--- src/logic/cps_pkg.sv ---
package cps_pkg;
    // Register byte offsets on the APB slave.
    localparam logic [7:0] CPS_CTRL_OFS = 8'h00;
    localparam logic [7:0] CPS_STAT_OFS = 8'h04;
    localparam logic [7:0] CPS_FAULT_OFS = 8'h08;
    localparam logic [7:0] CPS_RAW_OFS = 8'h0C;
    // Control register fields.
    localparam int CPS_CTRL_BOOST_EN = 0;
    localparam int CPS_CTRL_BSW_DIS = 1;
    localparam int CPS_CTRL_SHIP_DLY = 2;
    localparam int CPS_CTRL_OVSEL_LSB = 4;
    localparam logic [2:0] CPS_OVSEL_RST = 3'h1;
    // Status register fields.
    localparam int CPS_STAT_THERM = 0;
    localparam int CPS_STAT_MINSYS = 1;
    localparam int CPS_STAT_VLIM = 2;
    localparam int CPS_STAT_ILIM = 3;
    localparam int CPS_STAT_BSW_ON = 4;
    localparam int CPS_STAT_SUPPL = 5;
    localparam int CPS_STAT_ODIS = 6;
    localparam int CPS_STAT_OCL = 7;
    localparam int CPS_STAT_BUCK_RUN = 8;
    localparam int CPS_STAT_BOOST_RUN = 9;
    // Fault register fields.
    localparam int CPS_FLT_CODE_LSB = 0;
    localparam int CPS_FLT_BAT = 2;
    localparam int CPS_FLT_BOOST = 3;
    localparam logic [1:0] CPS_CODE_NONE = 2'b00;
    localparam logic [1:0] CPS_CODE_INOV = 2'b01;
    localparam logic [1:0] CPS_CODE_TSHUT = 2'b10;
    // Analog thresholds, for reference by the comparator side.
    localparam int CPS_SYSOV_ABOVE_MIN_MV = 350;
    localparam int CPS_SUPPL_HI_MV = 180;
    localparam int CPS_SUPPL_LO_MV = 45;
    localparam int CPS_TREG_C = 110;
    localparam int CPS_TSHUT_C = 160;
    localparam int CPS_TSHUT_HYS_C = 30;
    localparam int CPS_BATOV_PCT = 4;
    localparam int CPS_ISHORT_MA = 100;
    // Timing.
    localparam int CPS_CLK_HZ = 25_000_000;
    localparam int CPS_INT_PULSE_US = 256;
    localparam int CPS_INT_PULSE_CYC = CPS_INT_PULSE_US * (CPS_CLK_HZ / 1_000_000);
    localparam int CPS_BOOST_RETRIES = 7;
    localparam int CPS_RETRY_GAP_CYC = 64;
    localparam int CPS_SHIP_DLY_CYC = 250_000_000;
endpackage : cps_pkg

--- src/logic/cps_supervisor.sv ---
// The APB register port and the register offsets were left to the implementer.
`timescale 1ns/1ps
module cps_supervisor
    import cps_pkg::*;
#(
    parameter int SHIP_DLY_CYC = CPS_SHIP_DLY_CYC,
    parameter int INT_PULSE_CYC = CPS_INT_PULSE_CYC,
    parameter int RETRY_GAP_CYC = CPS_RETRY_GAP_CYC
) (
    // Clock and reset.
    input wire logic ref_clk,
    input wire logic rst_n,
    // APB slave.
    input wire logic psel,
    input wire logic penable,
    input wire logic pwrite,
    input wire logic [7:0] paddr,
    input wire logic [31:0] pwdata,
    output logic [31:0] prdata,
    output logic pready,
    output logic pslverr,
    // Asynchronous comparator inputs.
    input wire logic input_overvolt_event,
    input wire logic system_overvolt_event,
    input wire logic boost_short_event,
    input wire logic boost_overvolt_event,
    input wire logic temp_reg_hot,
    input wire logic temp_shut_hot,
    input wire logic temp_shut_cool,
    input wire logic battery_overvolt_event,
    input wire logic battery_depleted,
    input wire logic battery_below_short,
    input wire logic battery_below_low,
    input wire logic battery_above_min_sys,
    input wire logic sys_below_bat_180,
    input wire logic sys_below_bat_45,
    input wire logic battery_overcurrent,
    input wire logic min_sys_regulating,
    input wire logic input_current_over,
    input wire logic input_voltage_under,
    input wire logic input_present,
    // Actions toward the power stage.
    output logic buck_switch_en,
    output logic boost_switch_en,
    output logic battery_switch_on,
    output logic sys_discharge_en,
    output logic charge_en,
    output logic charge_current_reduce,
    output logic termination_block,
    output logic timer_half_rate,
    output logic short_current_sel,
    output logic precharge_current_sel,
    output logic [2:0] input_overvolt_sel,
    // Open-drain interrupt, low pulse.
    output logic int_out,
    output logic int_oe
);
    localparam int NSYNC = 19;
    localparam logic [2:0] RETRY_MAX = 3'(CPS_BOOST_RETRIES);

    // Three-stage synchronisers; a change counts when stages two and three agree.
    logic [NSYNC-1:0] raw_in, s1_q, s2_q, s3_q, filt_q;
    assign raw_in = {input_overvolt_event, system_overvolt_event, boost_short_event, boost_overvolt_event,
                     temp_reg_hot, temp_shut_hot, temp_shut_cool, battery_overvolt_event, battery_depleted,
                     battery_below_short, battery_below_low, battery_above_min_sys, sys_below_bat_180,
                     sys_below_bat_45, battery_overcurrent, min_sys_regulating, input_current_over,
                     input_voltage_under, input_present};
    always_ff @(posedge ref_clk) begin
        if (!rst_n) begin
            s1_q <= '0;
            s2_q <= '0;
            s3_q <= '0;
            filt_q <= '0;
        end else begin
            s1_q <= raw_in;
            s2_q <= s1_q;
            s3_q <= s2_q;
            filt_q <= (s2_q & s3_q) | (filt_q & (s2_q | s3_q));
        end
    end

    logic in_ov, sys_ov, b_short, b_ov, t_reg, t_shut, t_cool, bat_ov, bat_dpl, bat_sh, bat_low;
    logic bat_above_min, sup180, sup45, bat_oc, minsys, i_over, v_under, in_pres;
    assign {in_ov, sys_ov, b_short, b_ov, t_reg, t_shut, t_cool, bat_ov, bat_dpl, bat_sh, bat_low,
            bat_above_min, sup180, sup45, bat_oc, minsys, i_over, v_under, in_pres} = filt_q;

    // Rising-edge events from the filtered levels.
    logic [NSYNC-1:0] prev_q;
    always_ff @(posedge ref_clk) begin
        if (!rst_n) begin
            prev_q <= '0;
        end else begin
            prev_q <= filt_q;
        end
    end
    logic [NSYNC-1:0] rise;
    assign rise = filt_q & ~prev_q;
    logic rise_in_ov, rise_b_short, rise_b_ov, rise_t_shut, rise_bat_ov, rise_in_pres, rise_bat_dpl;
    assign rise_in_ov = rise[18];
    assign rise_b_short = rise[16];
    assign rise_b_ov = rise[15];
    assign rise_t_shut = rise[13];
    assign rise_bat_ov = rise[11];
    assign rise_bat_dpl = rise[10];
    assign rise_in_pres = rise[0];

    // APB decode; zero-wait slave.
    logic wr_acc, rd_acc;
    assign wr_acc = psel && penable && pwrite;
    assign rd_acc = psel && penable && !pwrite;
    assign pready = 1'b1;
    assign pslverr = 1'b0;
    logic ctrl_wr, fault_rd;
    assign ctrl_wr = wr_acc && (paddr == CPS_CTRL_OFS);
    assign fault_rd = rd_acc && (paddr == CPS_FAULT_OFS);

    // Boost retry sequencer.
    logic boost_giveup, boost_off_ev;
    logic [2:0] retry_q;
    logic [7:0] gap_q;
    logic retry_wait_q;
    always_ff @(posedge ref_clk) begin
        if (!rst_n) begin
            retry_q <= '0;
            gap_q <= '0;
            retry_wait_q <= 1'b0;
        end else if (ctrl_wr && pwdata[CPS_CTRL_BOOST_EN]) begin
            retry_q <= '0;
            retry_wait_q <= 1'b0;
        end else if (rise_b_short && !retry_wait_q) begin
            retry_wait_q <= 1'b1;
            gap_q <= 8'(RETRY_GAP_CYC);
        end else if (retry_wait_q) begin
            if (gap_q != 8'h00) begin
                gap_q <= gap_q - 8'h01;
            end else begin
                retry_wait_q <= 1'b0;
                retry_q <= retry_q + 3'h1;
            end
        end
    end
    assign boost_giveup = rise_b_short && !retry_wait_q && (retry_q == RETRY_MAX);

    // Boost turn-off events: retry give-up, boost overvoltage, or thermal shutdown while boost is enabled.
    logic boost_tshut_q, buck_tshut_q, boost_en_q;
    assign boost_off_ev = boost_giveup || rise_b_ov || (rise_t_shut && boost_en_q);

    // Control register: boost enable, switch disable, shipping delay, input overvoltage select.
    logic bsw_dis_q, ship_dly_q;
    logic [2:0] ovsel_q;
    always_ff @(posedge ref_clk) begin
        if (!rst_n) begin
            boost_en_q <= 1'b0;
            bsw_dis_q <= 1'b0;
            ship_dly_q <= 1'b0;
            ovsel_q <= CPS_OVSEL_RST;
        end else begin
            if (ctrl_wr) begin
                boost_en_q <= pwdata[CPS_CTRL_BOOST_EN];
                bsw_dis_q <= pwdata[CPS_CTRL_BSW_DIS];
                ship_dly_q <= pwdata[CPS_CTRL_SHIP_DLY];
                ovsel_q <= pwdata[CPS_CTRL_OVSEL_LSB +: 3];
            end
            if (boost_off_ev) begin
                boost_en_q <= 1'b0;
            end
            if (rise_in_pres) begin
                bsw_dis_q <= 1'b0;
            end
        end
    end
    assign input_overvolt_sel = ovsel_q;

    // Thermal shutdown latches, released only when the cool comparator shows hysteresis passed.
    always_ff @(posedge ref_clk) begin
        if (!rst_n) begin
            buck_tshut_q <= 1'b0;
            boost_tshut_q <= 1'b0;
        end else begin
            if (rise_t_shut && !boost_en_q) begin
                buck_tshut_q <= 1'b1;
            end else if (t_cool) begin
                buck_tshut_q <= 1'b0;
            end
            if (rise_t_shut && boost_en_q) begin
                boost_tshut_q <= 1'b1;
            end else if (t_cool) begin
                boost_tshut_q <= 1'b0;
            end
        end
    end

    // Over-discharge and overcurrent latches.
    logic odis_q, ocl_q;
    always_ff @(posedge ref_clk) begin
        if (!rst_n) begin
            odis_q <= 1'b0;
            ocl_q <= 1'b0;
        end else begin
            // Taken on the depletion edge, so a replug with a still low battery allows recovery charge.
            if (rise_bat_dpl) begin
                odis_q <= 1'b1;
            end else if (rise_in_pres) begin
                odis_q <= 1'b0;
            end
            if (bat_oc) begin
                ocl_q <= 1'b1;
            end else if (rise_in_pres || (ctrl_wr && !pwdata[CPS_CTRL_BSW_DIS] && bsw_dis_q)) begin
                ocl_q <= 1'b0;
            end
        end
    end

    // Shipping-mode delay counter.
    logic ship_off_q;
    logic [31:0] ship_cnt_q;
    always_ff @(posedge ref_clk) begin
        if (!rst_n) begin
            ship_off_q <= 1'b0;
            ship_cnt_q <= '0;
        end else if (!bsw_dis_q) begin
            ship_off_q <= 1'b0;
            ship_cnt_q <= '0;
        end else if (!ship_dly_q || ship_cnt_q >= 32'(SHIP_DLY_CYC)) begin
            ship_off_q <= 1'b1;
        end else begin
            ship_cnt_q <= ship_cnt_q + 32'h1;
        end
    end

    // Supplement mode: select the threshold by battery versus minimum system.
    logic suppl_q;
    always_ff @(posedge ref_clk) begin
        if (!rst_n) begin
            suppl_q <= 1'b0;
        end else if (bat_dpl) begin
            suppl_q <= 1'b0;
        end else if (bat_above_min ? sup180 : sup45) begin
            suppl_q <= 1'b1;
        end else begin
            suppl_q <= 1'b0;
        end
    end

    // Fault register: code and battery bits held until read, boost bit until a boost enable write; set wins over the clear.
    logic [1:0] code_q;
    logic bat_flt_q, boost_flt_q, held_q, int_req;
    logic new_fault;
    assign new_fault = rise_in_ov || rise_bat_ov || boost_giveup || rise_b_ov || (rise_t_shut && !boost_en_q);
    always_ff @(posedge ref_clk) begin
        if (!rst_n) begin
            code_q <= CPS_CODE_NONE;
            bat_flt_q <= 1'b0;
            boost_flt_q <= 1'b0;
            held_q <= 1'b0;
        end else begin
            if (fault_rd) begin
                code_q <= in_ov ? CPS_CODE_INOV : (buck_tshut_q ? CPS_CODE_TSHUT : CPS_CODE_NONE);
                bat_flt_q <= bat_ov;
                held_q <= 1'b0;
            end
            if (fault_rd && !boost_flt_q) begin
                boost_flt_q <= 1'b0;
            end
            if (ctrl_wr && pwdata[CPS_CTRL_BOOST_EN]) begin
                boost_flt_q <= 1'b0;
            end
            if (rise_in_ov) begin
                code_q <= CPS_CODE_INOV;
            end else if (rise_t_shut && !boost_en_q) begin
                code_q <= CPS_CODE_TSHUT;
            end
            if (rise_bat_ov) begin
                bat_flt_q <= 1'b1;
            end
            if (boost_giveup || rise_b_ov) begin
                boost_flt_q <= 1'b1;
            end
            if (new_fault) begin
                held_q <= 1'b1;
            end
        end
    end
    assign int_req = new_fault && (!held_q || fault_rd);

    // Interrupt pulse stretcher: one low pulse of fixed length.
    logic [15:0] int_cnt_q;
    always_ff @(posedge ref_clk) begin
        if (!rst_n) begin
            int_cnt_q <= '0;
        end else if (int_req && int_cnt_q == 16'h0000) begin
            int_cnt_q <= 16'(INT_PULSE_CYC);
        end else if (int_cnt_q != 16'h0000) begin
            int_cnt_q <= int_cnt_q - 16'h0001;
        end
    end
    assign int_out = 1'b0;
    assign int_oe = (int_cnt_q != 16'h0000);

    // Power stage actions.
    logic bsw_q, buck_q, boost_q, dis_q, chg_q, red_q, trm_q, half_q, shc_q, prc_q;
    always_ff @(posedge ref_clk) begin
        if (!rst_n) begin
            bsw_q <= 1'b0;
            buck_q <= 1'b0;
            boost_q <= 1'b0;
            dis_q <= 1'b0;
            chg_q <= 1'b0;
            red_q <= 1'b0;
            trm_q <= 1'b0;
            half_q <= 1'b0;
            shc_q <= 1'b0;
            prc_q <= 1'b0;
        end else begin
            buck_q <= in_pres && !in_ov && !sys_ov && !buck_tshut_q && !boost_en_q;
            boost_q <= boost_en_q && !retry_wait_q && !b_short && !b_ov && !boost_tshut_q;
            dis_q <= sys_ov;
            bsw_q <= !buck_tshut_q && !boost_tshut_q && !odis_q && !ocl_q && !ship_off_q
                     && (in_pres || suppl_q || !bat_dpl);
            chg_q <= in_pres && !bat_ov && !buck_tshut_q && !in_ov;
            red_q <= t_reg || i_over || v_under;
            trm_q <= t_reg || i_over || v_under;
            half_q <= t_reg;
            shc_q <= bat_sh;
            prc_q <= !bat_sh && bat_low;
        end
    end
    assign buck_switch_en = buck_q;
    assign boost_switch_en = boost_q;
    assign battery_switch_on = bsw_q;
    assign sys_discharge_en = dis_q;
    assign charge_en = chg_q;
    assign charge_current_reduce = red_q;
    assign termination_block = trm_q;
    assign timer_half_rate = half_q;
    assign short_current_sel = shc_q;
    assign precharge_current_sel = prc_q;

    // Read mux; unmapped offsets read zero.
    logic [31:0] stat_word;
    assign stat_word = {22'h00_0000, boost_q, buck_q, ocl_q, odis_q, suppl_q, bsw_q,
                        i_over, v_under, minsys, t_reg};
    always_ff @(posedge ref_clk) begin
        if (!rst_n) begin
            prdata <= '0;
        end else if (psel && !penable && !pwrite) begin
            unique case (paddr)
                CPS_CTRL_OFS: prdata <= {25'h000_0000, ovsel_q, 1'b0, ship_dly_q, bsw_dis_q, boost_en_q};
                CPS_STAT_OFS: prdata <= stat_word;
                CPS_FAULT_OFS: prdata <= {28'h000_0000, boost_flt_q, bat_flt_q, code_q};
                CPS_RAW_OFS: prdata <= {13'h0000, filt_q};
                default: prdata <= '0;
            endcase
        end
    end
endmodule : cps_supervisor

--- config.mk ---
export PLATFORM = sky130hd
export DESIGN_NAME = cps_supervisor
export DESIGN_NICKNAME = d
export VERILOG_FILES = /design/src/logic/cps_pkg.sv /design/src/logic/cps_supervisor.sv
export SDC_FILE = /design/constraint.sdc
export NUM_CORES = 1
export LEC_CHECK = 0
export ABC_CLOCK_PERIOD_IN_PS = 2100
export BUFFER_PORTS_ARGS = -buffer_cell sky130_fd_sc_hd__buf_4
export CORE_MARGIN = 3
export CORE_UTILIZATION = 51
export CTS_CLUSTER_DIAMETER = 120
export DETAILED_ROUTE_END_ITERATION = 12
export MAX_ROUTING_LAYER = met4
export PLACE_DENSITY = 0.75
export SLEW_MARGIN = 10
export SYNTH_ARGS = -nofsm -noshare
export SYNTH_HDL_FRONTEND = slang
export SYNTH_SLANG_ARGS = --single-unit
export TNS_END_PERCENT = 20
--- constraint.sdc ---
create_clock -name ref_clk -period 2.1 [get_ports ref_clk]
set_input_delay 0.42 -clock ref_clk [delete_from_list [all_inputs] [get_ports ref_clk]]
set_output_delay 0.42 -clock ref_clk [all_outputs]
set_load 0.03 [all_outputs]
==> impl_metrics.env <==
export IMPL_status="finished with violations"
export IMPL_violations="setup timing"
export IMPL_grt_use_total_pct=21.6
export IMPL_ir_drop_mv=0.639
export IMPL_fp_dieH_um=127
export IMPL_max_cap_violations=0
export IMPL_clock_skew_ns=0.0113
export IMPL_place_area_um2=8410
export IMPL_finalCriticalPeriod_ns=2.12
export IMPL_drt_iter0_markers=443
export IMPL_yosysWarnings=0
export IMPL_antenna_found_initial=0
export IMPL_worstSkewPairLatency_ns=0.43
export IMPL_grt_setup_unrepaired="yes"
export IMPL_cpLargestDelayFamily="simple AND/OR/NAND/NOR gates"
export IMPL_synth_edff_count=0
export IMPL_seq_power_share_pct=42.7
export IMPL_cp_end_kind="primary output"
export IMPL_tightest_slew_ns=0.639
export IMPL_drc=0
export IMPL_setup_slack_ns=-0.0171
export IMPL_ff2ff_path_depth=6
export IMPL_diodes=0
export IMPL_r2r_end="ship_cnt_q[26]$_SDFFE_PN0N_"
export IMPL_routed_wl_um=16700
export IMPL_slew_headroom_pct=57.0
export IMPL_wl_per_cell_um=14.9
export IMPL_setup_worst_path_class="reg -> out"
export IMPL_r2r_setup_slack_ns=0.07
export IMPL_rows=43
export IMPL_pwr_density_cell_nw_per_um2=985
export IMPL_hpwl_um=11300
export IMPL_pre_cts_ws_ns=-0.0972
export IMPL_grt_pass1_wl_um=27800
export IMPL_cp_arrival_ns=1.70
export IMPL_min_period_over_period_pct=101
export IMPL_syn_area_per_cell_um2=9.11
export IMPL_clockPowerShare_pct=36.8
export IMPL_hold_viol_final=0
export IMPL_whs_path_depth=2
export IMPL_layout_drive_gt1_share_pct=21.4
export IMPL_hold_path_startpoint="battery_below_short"
export IMPL_crit_chain="or4_4 -> nor2_4 -> nand4b_1 -> buf_6"
export IMPL_io_pins=113
export IMPL_grt_overflow=0
export IMPL_critPathMaxFanout=2
export IMPL_crit_slowest_cell="or4_4"
export IMPL_num_vias=6117
export IMPL_syn_area_um2=7520
export IMPL_hold_end="s1_q[9]$_SDFF_PN0_"
export IMPL_grt_pass1_vias=5817
export IMPL_start_util_pct=53.1
export IMPL_synthCells=825
export IMPL_comb_power_share_pct=20.5
export IMPL_drv_slew=0
export IMPL_finalSetupViolCount=1
export IMPL_die_area_um2=16200
export IMPL_ys_ff_latch=188
export IMPL_cts_clk_slew_worst_paths_ns=0.07
export IMPL_htree_num_levels=4
export IMPL_p_leak_uw=0.00360
export IMPL_synth_cell_types=68
export IMPL_switching_power_uw=2520
export IMPL_r2r_start="ship_cnt_q[31]$_SDFFE_PN0N_"
export IMPL_required_ns=1.68
export IMPL_layout_common_cells="dfxtp_1, buf_4, nand2_1, and2_1, a21oi_1"
export IMPL_p_int_uw=6530
export IMPL_fp_dieW_um=127
export IMPL_cts_path_max_buffers=2
export IMPL_grt_max_degree=44
export IMPL_layout_nets=997
export IMPL_synthFlopType="dfxtp_1"
export IMPL_io_buffers=70
export IMPL_p_sw_share_pct=27.9
export IMPL_max_freq_ghz=0.472
export IMPL_startpoint_type="flop"
export IMPL_slowest_delay_ns=0.54
export IMPL_cts_buffers=17
export IMPL_seq_area_frac_synth_pct=50.1
export IMPL_cts_sinks=188
export IMPL_final_common_cell="dfxtp_1"
export IMPL_antenna_left=0
export IMPL_clockRootBuffer="clkbuf_16"
export IMPL_stdcell_area_um2=9190
export IMPL_cts_hold_buf=0
export IMPL_areaGrowthSynthToFinish_pct=22.3
export IMPL_core_um2=14100
export IMPL_first_pass_iters=5
export IMPL_fin_tns_setup_ns=-0.0171
export IMPL_cts_tree="yes"
export IMPL_hold_class="in -> reg"
export IMPL_async_flop_share_pct=0
export IMPL_globalplace_congestion=0.822
export IMPL_worst_path_buf_inv=1
export IMPL_via_per_inst=5.47
## per-stage QoR
step | power (µW) | hold slack [ns] | cells | util [%]
after floorplan | 5080 | 0.412 | 839 | -
after global placement | 5480 | 0.413 | 1077 | 59.4
after detailed placement | 5510 | 0.419 | 1077 | 59.4
after CTS | 9040 | 0.177 | 1114 | 64.2
after global routing | 9460 | 0.178 | 1118 | 65.0
final | 9050 | 0.190 | 1118 | 65.0
## sequential cells by signal, indices dropped and copies added, names as in the netlist, 2 cells and up
register / count
code_q: 2
filt_q: 19
gap_q: 8
input_overvolt_sel: 3
int_cnt_q: 16
prdata: 19
prev_q: 10
retry_q: 3
s1_q: 19
s2_q: 19
s3_q: 19
ship_cnt_q: 32
## per-layer routing
metal	vias to the layer above	wire, µm	track usage [%]
met3	12	680	4.31
li1	3079	-	-
met2	152	8080	34.6
met4	0	192	6.18
met1	2874	7740	27.8
met5	-	0	-
## cells in the mapped netlist (4+ instances only)
cell / count / area (µm²)
buf_4: 17 / 128
nand2b_1: 4 / 25.0
nand3_1: 27 / 135
or4_1: 16 / 120
nor2_1: 60 / 225
nand2_1: 72 / 270
mux2i_1: 13 / 130
a21oi_1: 64 / 320
a22oi_1: 13 / 97.6
or2_2: 5 / 31.3
or3_1: 21 / 131
ha_1: 8 / 100
nand4_1: 10 / 62.6
clkbuf_1: 35 / 131
nand4b_1: 4 / 35.0
xnor2_1: 7 / 61.3
o21ai_0: 42 / 210
xor2_1: 4 / 35.0
nor3_1: 19 / 95.1
and3_1: 10 / 62.6
o31ai_1: 9 / 67.6
nand3b_1: 5 / 37.5
dfxtp_1: 188 / 3760
and2_1: 70 / 438
or3b_2: 5 / 43.8
nor4_1: 11 / 68.8
inv_1: 21 / 78.8
## final cells by class
| type | instances | area, µm² |
|---|---|---|
| sequential | 188 | 3770 |
| clock inverter | 13 | 170 |
| multi-input combinational | 572 | 3520 |
| tap | 180 | 225 |
| timing repair buffer | 125 | 988 |
| inverter | 21 | 78.8 |
| fill | 1152 | 4960 |
| clock buffer | 19 | 443 |
## power groups by stage
stage	logic [µW]	clock network [µW]	registers [µW]
after floorplan	1150	0	3930
after global placement	1550	0	3930
after detailed placement	1580	0	3930
after CTS	1790	3390	3860
after global routing	2050	3530	3880
final	1860	3340	3860
## worst max-delay path by stage
stage                                          start  depth (start not counted)                         to
after global placement                      paddr[5]                          5  int_cnt_q[0]$_SDFFE_PP0N_
after detailed placement                    paddr[5]                          5  int_cnt_q[0]$_SDFFE_PP0N_
after CTS                 int_cnt_q[13]$_SDFFE_PP0N_                          4                     int_oe
after global routing       int_cnt_q[5]$_SDFFE_PP0N_                          4                     int_oe
final                      int_cnt_q[5]$_SDFFE_PP0N_                          4                     int_oe
after floorplan                             paddr[5]                          5  int_cnt_q[0]$_SDFFE_PP0N_
## cell families (layout without fill, tap and decap cells)
kind of cell | count (synthesis) | after routing | share of synthesized area (%)
mux | 14 | 14 | 1.88
fa+ha+maj | 8 | 8 | 1.33
other cells | 2 | 16 | 0.0999
simple gates | 362 | 362 | 27.1
flops | 188 | 188 | 50.1
xor+xnor | 11 | 11 | 1.28
buf+inv | 79 | 178 | 4.94
compound gates | 161 | 161 | 13.3
## what timing repair did
item,4_1_cts,5_1_grt
cloned,0,1
setup endpoints to repair,6,24
setup buffers,6,3
resized for setup,8,13
pin swaps,5,6
No activity file was read; power rests on OpenSTA's default activity.
